[src/asi_pkg.sv]
package asi_pkg;

    localparam logic [4:0] ASI_BAUD_BASE = 5'h10;
    localparam logic [4:0] ASI_PULSE_LEN = 5'h03;
    localparam logic [3:0] ASI_CHR7_BITS = 4'h7;
    localparam logic [3:0] ASI_CHR8_BITS = 4'h8;
    localparam logic [3:0] ASI_K_MAX = 4'hE;
    localparam logic [3:0] ASI_M_MAX = 4'h9;

    localparam logic [7:0] ASI_ERR_PARITY = 8'h04;
    localparam logic [7:0] ASI_ERR_FRAME = 8'h02;
    localparam logic [7:0] ASI_ERR_OVERRUN = 8'h01;
    localparam logic [7:0] ASI_ERR_NONE = 8'h00;

    localparam logic [1:0] ASI_PAR_NONE = 2'h0;
    localparam logic [1:0] ASI_PAR_ZERO = 2'h1;
    localparam logic [1:0] ASI_PAR_ODD = 2'h2;
    localparam logic [1:0] ASI_PAR_EVEN = 2'h3;

    typedef struct packed {
        logic transmit_enable_bit;
        logic receive_enable_bit;
        logic [1:0] parity;
        logic chr8;
        logic stop2;
        logic error_completion_mask_bit;
        logic infrared;
    } asi_mode_t;

    typedef struct packed {
        logic [3:0] prescale;
        logic [3:0] k;
    } asi_baud_t;

    typedef enum logic [4:0] {
        ASI_TX_IDLE = 5'h01,
        ASI_TX_START = 5'h02,
        ASI_TX_DATA = 5'h04,
        ASI_TX_PAR = 5'h08,
        ASI_TX_STOP = 5'h10
    } asi_tx_state_t;

    typedef enum logic [4:0] {
        ASI_RX_IDLE = 5'h01,
        ASI_RX_HALF = 5'h02,
        ASI_RX_DATA = 5'h04,
        ASI_RX_PAR = 5'h08,
        ASI_RX_STOP = 5'h10
    } asi_rx_state_t;

endpackage

[src/asi_buf.sv]
module asi_buf
    import asi_pkg::*;
#(
    parameter int W = 8
) (
    input wire logic clk,
    input wire logic rstn,
    input wire logic ce,
    input wire logic in_valid,
    output logic in_ready,
    input wire logic [W-1:0] in_data,
    output logic out_valid,
    input wire logic out_ready,
    output logic [W-1:0] out_data
);

    typedef struct packed {
        logic [W-1:0] d0;
        logic [W-1:0] d1;
        logic [1:0] cnt;
    } asi_buf_st_t;

    asi_buf_st_t st;
    asi_buf_st_t next_st;
    logic push;
    logic pop;

    if (W < 1) begin : g_chk
        $error("asi_buf width must be at least one");
    end

    assign in_ready = (st.cnt != 2'h2);
    assign out_valid = (st.cnt != 2'h0);
    assign out_data = st.d0;

    always_comb begin
        push = in_valid && in_ready;
        pop = out_ready && out_valid;
        next_st = st;
        if (push && pop) begin
            if (st.cnt == 2'h1) begin
                next_st.d0 = in_data;
            end else begin
                next_st.d0 = st.d1;
                next_st.d1 = in_data;
            end
        end else if (pop) begin
            next_st.d0 = st.d1;
            next_st.cnt = st.cnt - 2'h1;
        end else if (push) begin
            if (st.cnt == 2'h0) begin
                next_st.d0 = in_data;
            end else begin
                next_st.d1 = in_data;
            end
            next_st.cnt = st.cnt + 2'h1;
        end
    end

    always_ff @(posedge clk) begin
        if (!rstn) begin
            st <= '0;
        end else if (ce) begin
            st <= next_st;
        end
    end

endmodule

[src/asi_uart.sv]
// Function
// - Start, 7/8 data, parity option, 1/2 stops.
// - Seven-bit mode drops bit 7, reads zero.
// - Even parity: generate even, flag odd count.
// - Odd parity: generate odd, flag even count.
// - Zero parity sends zero, never checks.
// - No parity: no bit, no error.
// - Enabled write to shifter starts framed send.
// - Done interrupt when shifter empties.
// - Receive enable samples input at bit clock.
// - Falling edge, half bit recheck, then sample.
// - Reception ends after the first stop bit.
// - Frame goes to buffer, then done interrupt.
// - Error mask suppresses done interrupt on error.
// - Receive disable aborts frame; only RX_FULL still sets if its stop bit ends that cycle.
// - First instance raises error interrupt before done.
// - Status codes parity 04, frame 02, overrun 01.
// - Buffer read or new frame clears status.
// - Infrared only first instance, fixed 8N1.
// - Infrared pulse 3/(k+16) bit from mid-cell.
// - Infrared receive data lags half a bit.
// - Bit clock is clock/2^(m+1)/(k+16).
module asi_uart
    import asi_pkg::*;
#(
    parameter bit FIRST_INSTANCE = 1'b1
) (
    input wire logic CLK,
    input wire logic RSTN,
    input wire logic CE,
    input wire asi_mode_t MODE,
    input wire asi_baud_t BAUD,
    input wire logic [7:0] TX_DATA,
    input wire logic TX_VALID,
    output logic TX_READY,
    output logic TX_BUSY,
    output logic TXD,
    input wire logic RXD,
    output logic [7:0] RX_DATA,
    output logic RX_FULL,
    input wire logic RX_READ,
    output logic [7:0] ERR_STATUS,
    output logic TX_DONE_IRQ,
    output logic RX_DONE_IRQ,
    output logic RX_ERR_IRQ
);

    typedef struct packed {
        logic [2:0] sync;
        logic rxl;
        logic lprev;
        logic [9:0] pre;
        logic [4:0] irc;
        asi_tx_state_t txs;
        logic [4:0] tcnt;
        logic [3:0] tbit;
        logic [7:0] tsh;
        logic tpar;
        logic txd;
        asi_rx_state_t rxs;
        logic [4:0] rcnt;
        logic [3:0] rbit;
        logic [7:0] rsh;
        logic rpar;
        logic [7:0] rbuf;
        logic full;
        logic [7:0] err;
        logic done_pend;
        logic tdone;
        logic rdone;
        logic rerr;
    } asi_st_t;

    asi_st_t st;
    asi_st_t next_st;

    logic buf_valid;
    logic buf_take;
    logic [7:0] buf_data;
    logic tick;
    logic ir;
    logic line;
    logic [4:0] blen;
    logic [4:0] half;
    logic [3:0] nbits;
    logic has_par;
    logic tbitv;
    logic t_end;
    logic r_end;
    logic pe;
    logic fe;
    logic [7:0] rdata;

    if (FIRST_INSTANCE !== 1'b0 && FIRST_INSTANCE !== 1'b1) begin : g_chk
        $error("asi_uart FIRST_INSTANCE must be 0 or 1");
    end

    function automatic logic [9:0] asi_pmask(input logic [3:0] m);
        logic [10:0] v;
        v = (11'h001 << (m + 4'h1)) - 11'h001;
        return v[9:0];
    endfunction

    function automatic logic [4:0] asi_blen(input logic [3:0] k);
        return {1'b0, k} + ASI_BAUD_BASE;
    endfunction

    function automatic logic asi_pulse(input logic [4:0] cnt,
                                       input logic [4:0] mid);
        return (cnt >= mid) && (cnt < mid + ASI_PULSE_LEN);
    endfunction

    function automatic logic asi_tx_parity(input logic [1:0] p,
                                           input logic [7:0] d);
        logic v;
        v = 1'b0;
        if (p == ASI_PAR_EVEN) begin
            v = ^d;
        end else if (p == ASI_PAR_ODD) begin
            v = ~^d;
        end
        return v;
    endfunction

    asi_buf #(
        .W(8)
    ) u_txbuf (
        .clk(CLK),
        .rstn(RSTN),
        .ce(CE),
        .in_valid(TX_VALID),
        .in_ready(TX_READY),
        .in_data(TX_DATA),
        .out_valid(buf_valid),
        .out_ready(buf_take),
        .out_data(buf_data)
    );

    assign TX_BUSY = (st.txs != ASI_TX_IDLE);
    assign TXD = st.txd;
    assign RX_DATA = st.rbuf;
    assign RX_FULL = st.full;
    assign ERR_STATUS = st.err;
    assign TX_DONE_IRQ = st.tdone;
    assign RX_DONE_IRQ = st.rdone;
    assign RX_ERR_IRQ = st.rerr;

    always_comb begin
        next_st = st;
        ir = MODE.infrared && FIRST_INSTANCE;
        tick = ((st.pre & asi_pmask(BAUD.prescale)) ==
                asi_pmask(BAUD.prescale));
        blen = asi_blen(BAUD.k);
        half = blen >> 1;
        nbits = (MODE.chr8 || ir) ? ASI_CHR8_BITS : ASI_CHR7_BITS;
        has_par = (MODE.parity != ASI_PAR_NONE) && !ir;
        line = ir ? (st.irc == 5'h00) : st.rxl;
        t_end = tick && (st.tcnt == blen - 5'h01);
        r_end = tick && (st.rcnt == blen - 5'h01);
        buf_take = 1'b0;
        tbitv = 1'b1;
        pe = 1'b0;
        fe = 1'b0;
        rdata = MODE.chr8 || ir ? st.rsh : {1'b0, st.rsh[7:1]};
        next_st.tdone = 1'b0;
        next_st.rdone = 1'b0;
        next_st.rerr = 1'b0;

        next_st.pre = st.pre + 10'h001;
        next_st.sync = {st.sync[1:0], RXD};
        if (st.sync[1] == st.sync[2]) begin
            next_st.rxl = st.sync[2];
        end
        next_st.lprev = line;

        if (ir && st.rxl && (st.sync[1] == st.sync[2]) && !st.sync[2]) begin
            next_st.irc = st.irc;
        end
        if (ir && !st.rxl && st.sync[2] && (st.sync[1] == st.sync[2])) begin
            next_st.irc = blen;
        end else if (tick && st.irc != 5'h00) begin
            next_st.irc = st.irc - 5'h01;
        end

        if (tick && st.txs != ASI_TX_IDLE) begin
            next_st.tcnt = t_end ? 5'h00 : st.tcnt + 5'h01;
        end
        case (st.txs)
            ASI_TX_IDLE: begin
                tbitv = 1'b1;
                if (MODE.transmit_enable_bit && buf_valid) begin
                    buf_take = 1'b1;
                    next_st.tsh = MODE.chr8 || ir ? buf_data
                                  : {1'b0, buf_data[6:0]};
                    next_st.tpar = asi_tx_parity(MODE.parity,
                                                 next_st.tsh);
                    next_st.tcnt = 5'h00;
                    next_st.tbit = 4'h0;
                    next_st.txs = ASI_TX_START;
                end
            end
            ASI_TX_START: begin
                tbitv = 1'b0;
                if (t_end) begin
                    next_st.txs = ASI_TX_DATA;
                end
            end
            ASI_TX_DATA: begin
                tbitv = st.tsh[0];
                if (t_end) begin
                    next_st.tsh = {1'b0, st.tsh[7:1]};
                    next_st.tbit = st.tbit + 4'h1;
                    if (st.tbit == nbits - 4'h1) begin
                        next_st.tbit = 4'h0;
                        next_st.txs = has_par ? ASI_TX_PAR
                                      : ASI_TX_STOP;
                    end
                end
            end
            ASI_TX_PAR: begin
                tbitv = st.tpar;
                if (t_end) begin
                    next_st.txs = ASI_TX_STOP;
                end
            end
            ASI_TX_STOP: begin
                tbitv = 1'b1;
                if (t_end) begin
                    next_st.tbit = st.tbit + 4'h1;
                    if (st.tbit != 4'h0 || !MODE.stop2 || ir) begin
                        next_st.txs = ASI_TX_IDLE;
                        next_st.tdone = 1'b1;
                    end
                end
            end
            default: begin
                next_st.txs = ASI_TX_IDLE;
            end
        endcase
        if (ir) begin
            next_st.txd = (st.txs != ASI_TX_IDLE) && !tbitv &&
                          asi_pulse(st.tcnt, half);
        end else begin
            next_st.txd = tbitv;
        end

        if (RX_READ) begin
            next_st.full = 1'b0;
            next_st.err = ASI_ERR_NONE;
        end
        if (st.done_pend) begin
            next_st.done_pend = 1'b0;
            next_st.rdone = 1'b1;
        end

        if (tick && st.rxs != ASI_RX_IDLE) begin
            next_st.rcnt = st.rcnt + 5'h01;
        end
        case (st.rxs)
            ASI_RX_IDLE: begin
                if (MODE.receive_enable_bit && st.lprev && !line) begin
                    next_st.rcnt = 5'h00;
                    next_st.rxs = ASI_RX_HALF;
                end
            end
            ASI_RX_HALF: begin
                if (tick && st.rcnt == half - 5'h01) begin
                    next_st.rcnt = 5'h00;
                    next_st.rbit = 4'h0;
                    next_st.rpar = 1'b0;
                    next_st.rxs = line ? ASI_RX_IDLE : ASI_RX_DATA;
                end
            end
            ASI_RX_DATA: begin
                if (r_end) begin
                    next_st.rcnt = 5'h00;
                    next_st.rsh = {line, st.rsh[7:1]};
                    next_st.rpar = st.rpar ^ line;
                    next_st.rbit = st.rbit + 4'h1;
                    if (st.rbit == nbits - 4'h1) begin
                        next_st.rxs = has_par ? ASI_RX_PAR
                                      : ASI_RX_STOP;
                    end
                end
            end
            ASI_RX_PAR: begin
                if (r_end) begin
                    next_st.rcnt = 5'h00;
                    next_st.rpar = st.rpar ^ line;
                    next_st.rxs = ASI_RX_STOP;
                end
            end
            ASI_RX_STOP: begin
                if (r_end) begin
                    if (MODE.parity == ASI_PAR_EVEN && !ir) begin
                        pe = st.rpar;
                    end else if (MODE.parity == ASI_PAR_ODD && !ir) begin
                        pe = !st.rpar;
                    end
                    fe = !line;
                    next_st.rbuf = rdata;
                    next_st.err = (pe ? ASI_ERR_PARITY : ASI_ERR_NONE) |
                                  (fe ? ASI_ERR_FRAME : ASI_ERR_NONE) |
                                  (st.full ? ASI_ERR_OVERRUN
                                   : ASI_ERR_NONE);
                    next_st.full = 1'b1;
                    next_st.rerr = FIRST_INSTANCE &&
                                   (next_st.err != ASI_ERR_NONE);
                    next_st.done_pend = (next_st.err == ASI_ERR_NONE) ||
                        !MODE.error_completion_mask_bit;
                    next_st.rxs = ASI_RX_IDLE;
                end
            end
            default: begin
                next_st.rxs = ASI_RX_IDLE;
            end
        endcase
        if (!MODE.receive_enable_bit && st.rxs != ASI_RX_IDLE) begin
            next_st.rxs = ASI_RX_IDLE;
            next_st.rbuf = st.rbuf;
            next_st.err = RX_READ ? ASI_ERR_NONE : st.err;
            next_st.rerr = 1'b0;
            next_st.done_pend = 1'b0;
        end
    end

    always_ff @(posedge CLK) begin
        if (!RSTN) begin
            st <= '0;
            st.sync <= 3'h7;
            st.rxl <= 1'b1;
            st.lprev <= 1'b1;
            st.txd <= 1'b1;
            st.txs <= ASI_TX_IDLE;
            st.rxs <= ASI_RX_IDLE;
        end else if (CE) begin
            st <= next_st;
        end
    end

endmodule

[config.mk]
export PLATFORM = sky130hd
export DESIGN_NAME = asi_uart
export DESIGN_NICKNAME = d
export VERILOG_FILES = /design/src/asi_pkg.sv /design/src/asi_buf.sv /design/src/asi_uart.sv
export SDC_FILE = /design/constraint.sdc
export NUM_CORES = 1
export LEC_CHECK = 0
export BUFFER_PORTS_ARGS = -buffer_cell sky130_fd_sc_hd__buf_2
export CAP_MARGIN = 0
export CORE_MARGIN = 3
export CORE_UTILIZATION = 55
export CTS_CLUSTER_SIZE = 40
export DETAILED_ROUTE_END_ITERATION = 12
export PLACE_DENSITY = 0.74
export REMOVE_ABC_BUFFERS = 1
export SYNTH_ARGS = -nofsm -noshare
export SYNTH_HDL_FRONTEND = slang
export SYNTH_HIERARCHICAL = 1
export SYNTH_SLANG_ARGS = --single-unit
[constraint.sdc]
create_clock -name CLK -period 4.1 [get_ports CLK]
set_input_delay 0.82 -clock CLK [delete_from_list [all_inputs] [get_ports CLK]]
set_output_delay 0.82 -clock CLK [all_outputs]
set_load 0.03 [all_outputs]
==> impl_metrics.ini <==
[worst_setup_path]
critPathLaunchType = input port
cp-end-kind = flop
critPathArrivalTime_ps = 3790
cp_data_required_time_ps = 4350
path_class = in2reg
critPathMaxFanout = 13

[finish]
post-route-util_pct = 61.4
layout-drive-gt1-share_pct = 13.7
layout_common_cells = dfxtp_1 (106), nand2_1 (79), nor2_1 (72)
nFillCells = 1005
postLayoutCellArea_um2 = 6750
final_common_cell = dfxtp_1
diodes = 0
seqCellArea_um2 = 2120
nNetsFinal = 831
multi_input_area_um2 = 3670
area_growth_pct = 7.69

[clock_tree]
worstSkewPairLatency_ps = 360
cts_buffer_depth = 2
cts_tree = yes
h-tree-depth = 3
cts_setup_buffers = 0
cts_hold_buffers = 0
cts_sinks = 106
cts_buffers = 9
clk_pin_slew_ps = 80
cts_resized = 0
clock-root-buffer = clkbuf_16

[sta]
worstMarginPinSlew_ps = 854
finalMaxSlewViolations = 0
finalHoldViolCount = 0
fin_crit_ps = 3540
fin_worst_skew_ps = 9.86
tns_ps = 0
setup_viol = 0
clock.fmax_mhz = 283
finalWorstSetupSlack_ps = 563
relSlewSlack_pct = 43.0
period_share_pct = 86.3
rsz0062_at_grt = no

[detailed_routing]
vias_per_cell = 5.94
wire_per_inst_um = 15.4
drt_wl_total_um = 14200
drcViolationCount = 0
first_iter_violations = 470
ant_nets = 0
drt_first_pass_iters = 5
num_vias = 5476

[yosys]
yosysWarnings = 6
avgSynthCellArea_um2 = 8.20
async_reset_ff_share_pct = 0
synth_edf_count = 0
synth_top_cell_area_share_pct = 33.9
synthFlopType = dfxtp_1
synthCells = 764
synth_cell_types = 77
synth.largest_area_cell = dfxtp_1
ys_seq_elements = 106
syn-cell-area_um2 = 6270
ys_top_cells_by_area = dfxtp_1 (34%), mux2i_1 (5.3%), ha_1 (4.8%), nand2_1 (4.7%), nor2_1 (4.3%)
yosysSeqAreaShare_pct = 33.9

[global_route]
overflow = 0
grt_pass1_wl_um = 24600
grt_usage_pct = 23.1
grt_max_degree = 40
antenna_found_initial = 0
grt_pass1_vias = 5301

[placement]
place_area_um2 = 6450
post-place-ws_ps = 236
gp_congestion = 0.925
dpl.hpwl_um = 10300
io_buffer_count = 52

[floorplanning]
dieArea_um2 = 12700
core_um2 = 11000
die_w_um = 113
start_util_pct = 57.1
ioPinCount = 53
row_count = 38
die_h_um = 113

[power]
switchingPower_uw = 622
p_per_area_nw_per_um2 = 329
p_leak_uw = 0.00267
power.share.combinational_pct = 13.1
power.clock.fraction_pct = 38.5
netSwitchingFraction_pct = 28.0
p_seq_share_pct = 48.4
internal-power_uw = 1600
max-vdd-ir-drop_mv = 0.349

[run_status]
status = finished, final reports clean

[hold_path]
min_path_type = reg2reg

[run]
maxCapViolCount = 0
## layout make-up
type	count	share of cell area, %
Clock buffer	9	3.34
Clock inverter	7	1.08
Inverter	29	1.61
Multi-Input combinational cell	564	54.4
Sequential cell	106	31.4
Tap cell	140	2.60
Timing Repair Buffer	67	5.52
## sequential cells by signal (all words and copies together) (netlist names)
name	cells
TX_DONE_IRQ	1
u_txbuf/st	10
ERR_STATUS	8
RX_FULL	1
st	65
RX_ERR_IRQ	1
RX_DONE_IRQ	1
next_st	2
u_txbuf/out_data	8
RX_DATA	8
TXD	1
## routing by layer
layer | global-route usage (%) | part of all wire [%]
met1 | 29.0 | 44
met2 | 38.7 | 47
met3 | 5.56 | 6.1
met4 | 8.09 | 2.3
met5 | 0 | 0
## synthesized netlist by cell type (all sizes together), types with 3 or more instances
cell and number:
nand3 23, nor2 73, buf 38, nor2b 7, mux2i 33, a211oi 19, xor2 19, clkbuf 27
nor3 9, xnor2 22, or3 11, and2 10, o31ai 4, dfxtp 106, nand2b 15, nor4b 4
nor4 9, a2111oi 5, a31oi 13, o211a 3, nand3b 6, o21a 6, nand2 79, nor3b 6
nand4 13, a21oi 39, inv 28, or3b 4, and3 12, o21ai 42, or2 5, o211ai 8
ha 24, a22oi 3
## path summary, 6_finish.rpt
check	start	endpoint	slack, ps	cells past startpoint
setup / recovery	BAUD[6]	st[40]	560	11
hold / removal	ERR_STATUS[7]	ERR_STATUS[7]	460	1
setup reg to reg	st[65]	u_txbuf/st[6]	800	9
hold reg to reg	ERR_STATUS[7]	ERR_STATUS[7]	460	1
## power by group through the flow
stage / logic, uW / clock network, uW / registers (uW)
6_report: 290 / 855 / 1080
5_1_grt: 322 / 915 / 1080
4_1_cts: 290 / 877 / 1070
3_5_place_dp: 289 / 0 / 1100
3_3_place_gp: 279 / 0 / 1100
2_1_floorplan: 194 / 0 / 1090
## logic make-up after synthesis
group | Yosys count | share of synthesized area [%]
AND/OR/NAND/NOR | 295 | 23.8
AO/OA/AOI/OAI | 169 | 18.6
flip-flops | 106 | 33.9
buffers and inverters | 94 | 7.55
XOR/XNOR | 41 | 5.73
multiplexers | 35 | 5.69
adder cells (fa/ha/maj) | 24 | 4.79
## per-stage QoR
| stage | hold WS [ps] | power, uW | instances |
|---|---|---|---|
| after CTS | 462 | 2240 | 922 |
| after detailed placement | 442 | 1390 | 906 |
| final | 460 | 2220 | 922 |
| after floorplan | 429 | 1290 | 699 |
| after global routing | 487 | 2320 | 922 |
| after global placement | 438 | 1380 | 906 |
## critical path, stage by stage
cell and delay (ps):
buf_2 200, nand4_1 220, ha_1 350, or4_1 530, o22ai_1 150, a2111oi_2 80
and4_1 320, a2111oi_2 550, a2111oi_4 120, buf_4 180, o221a_2 260
Note: power is estimated with default switching activity, not from simulation.
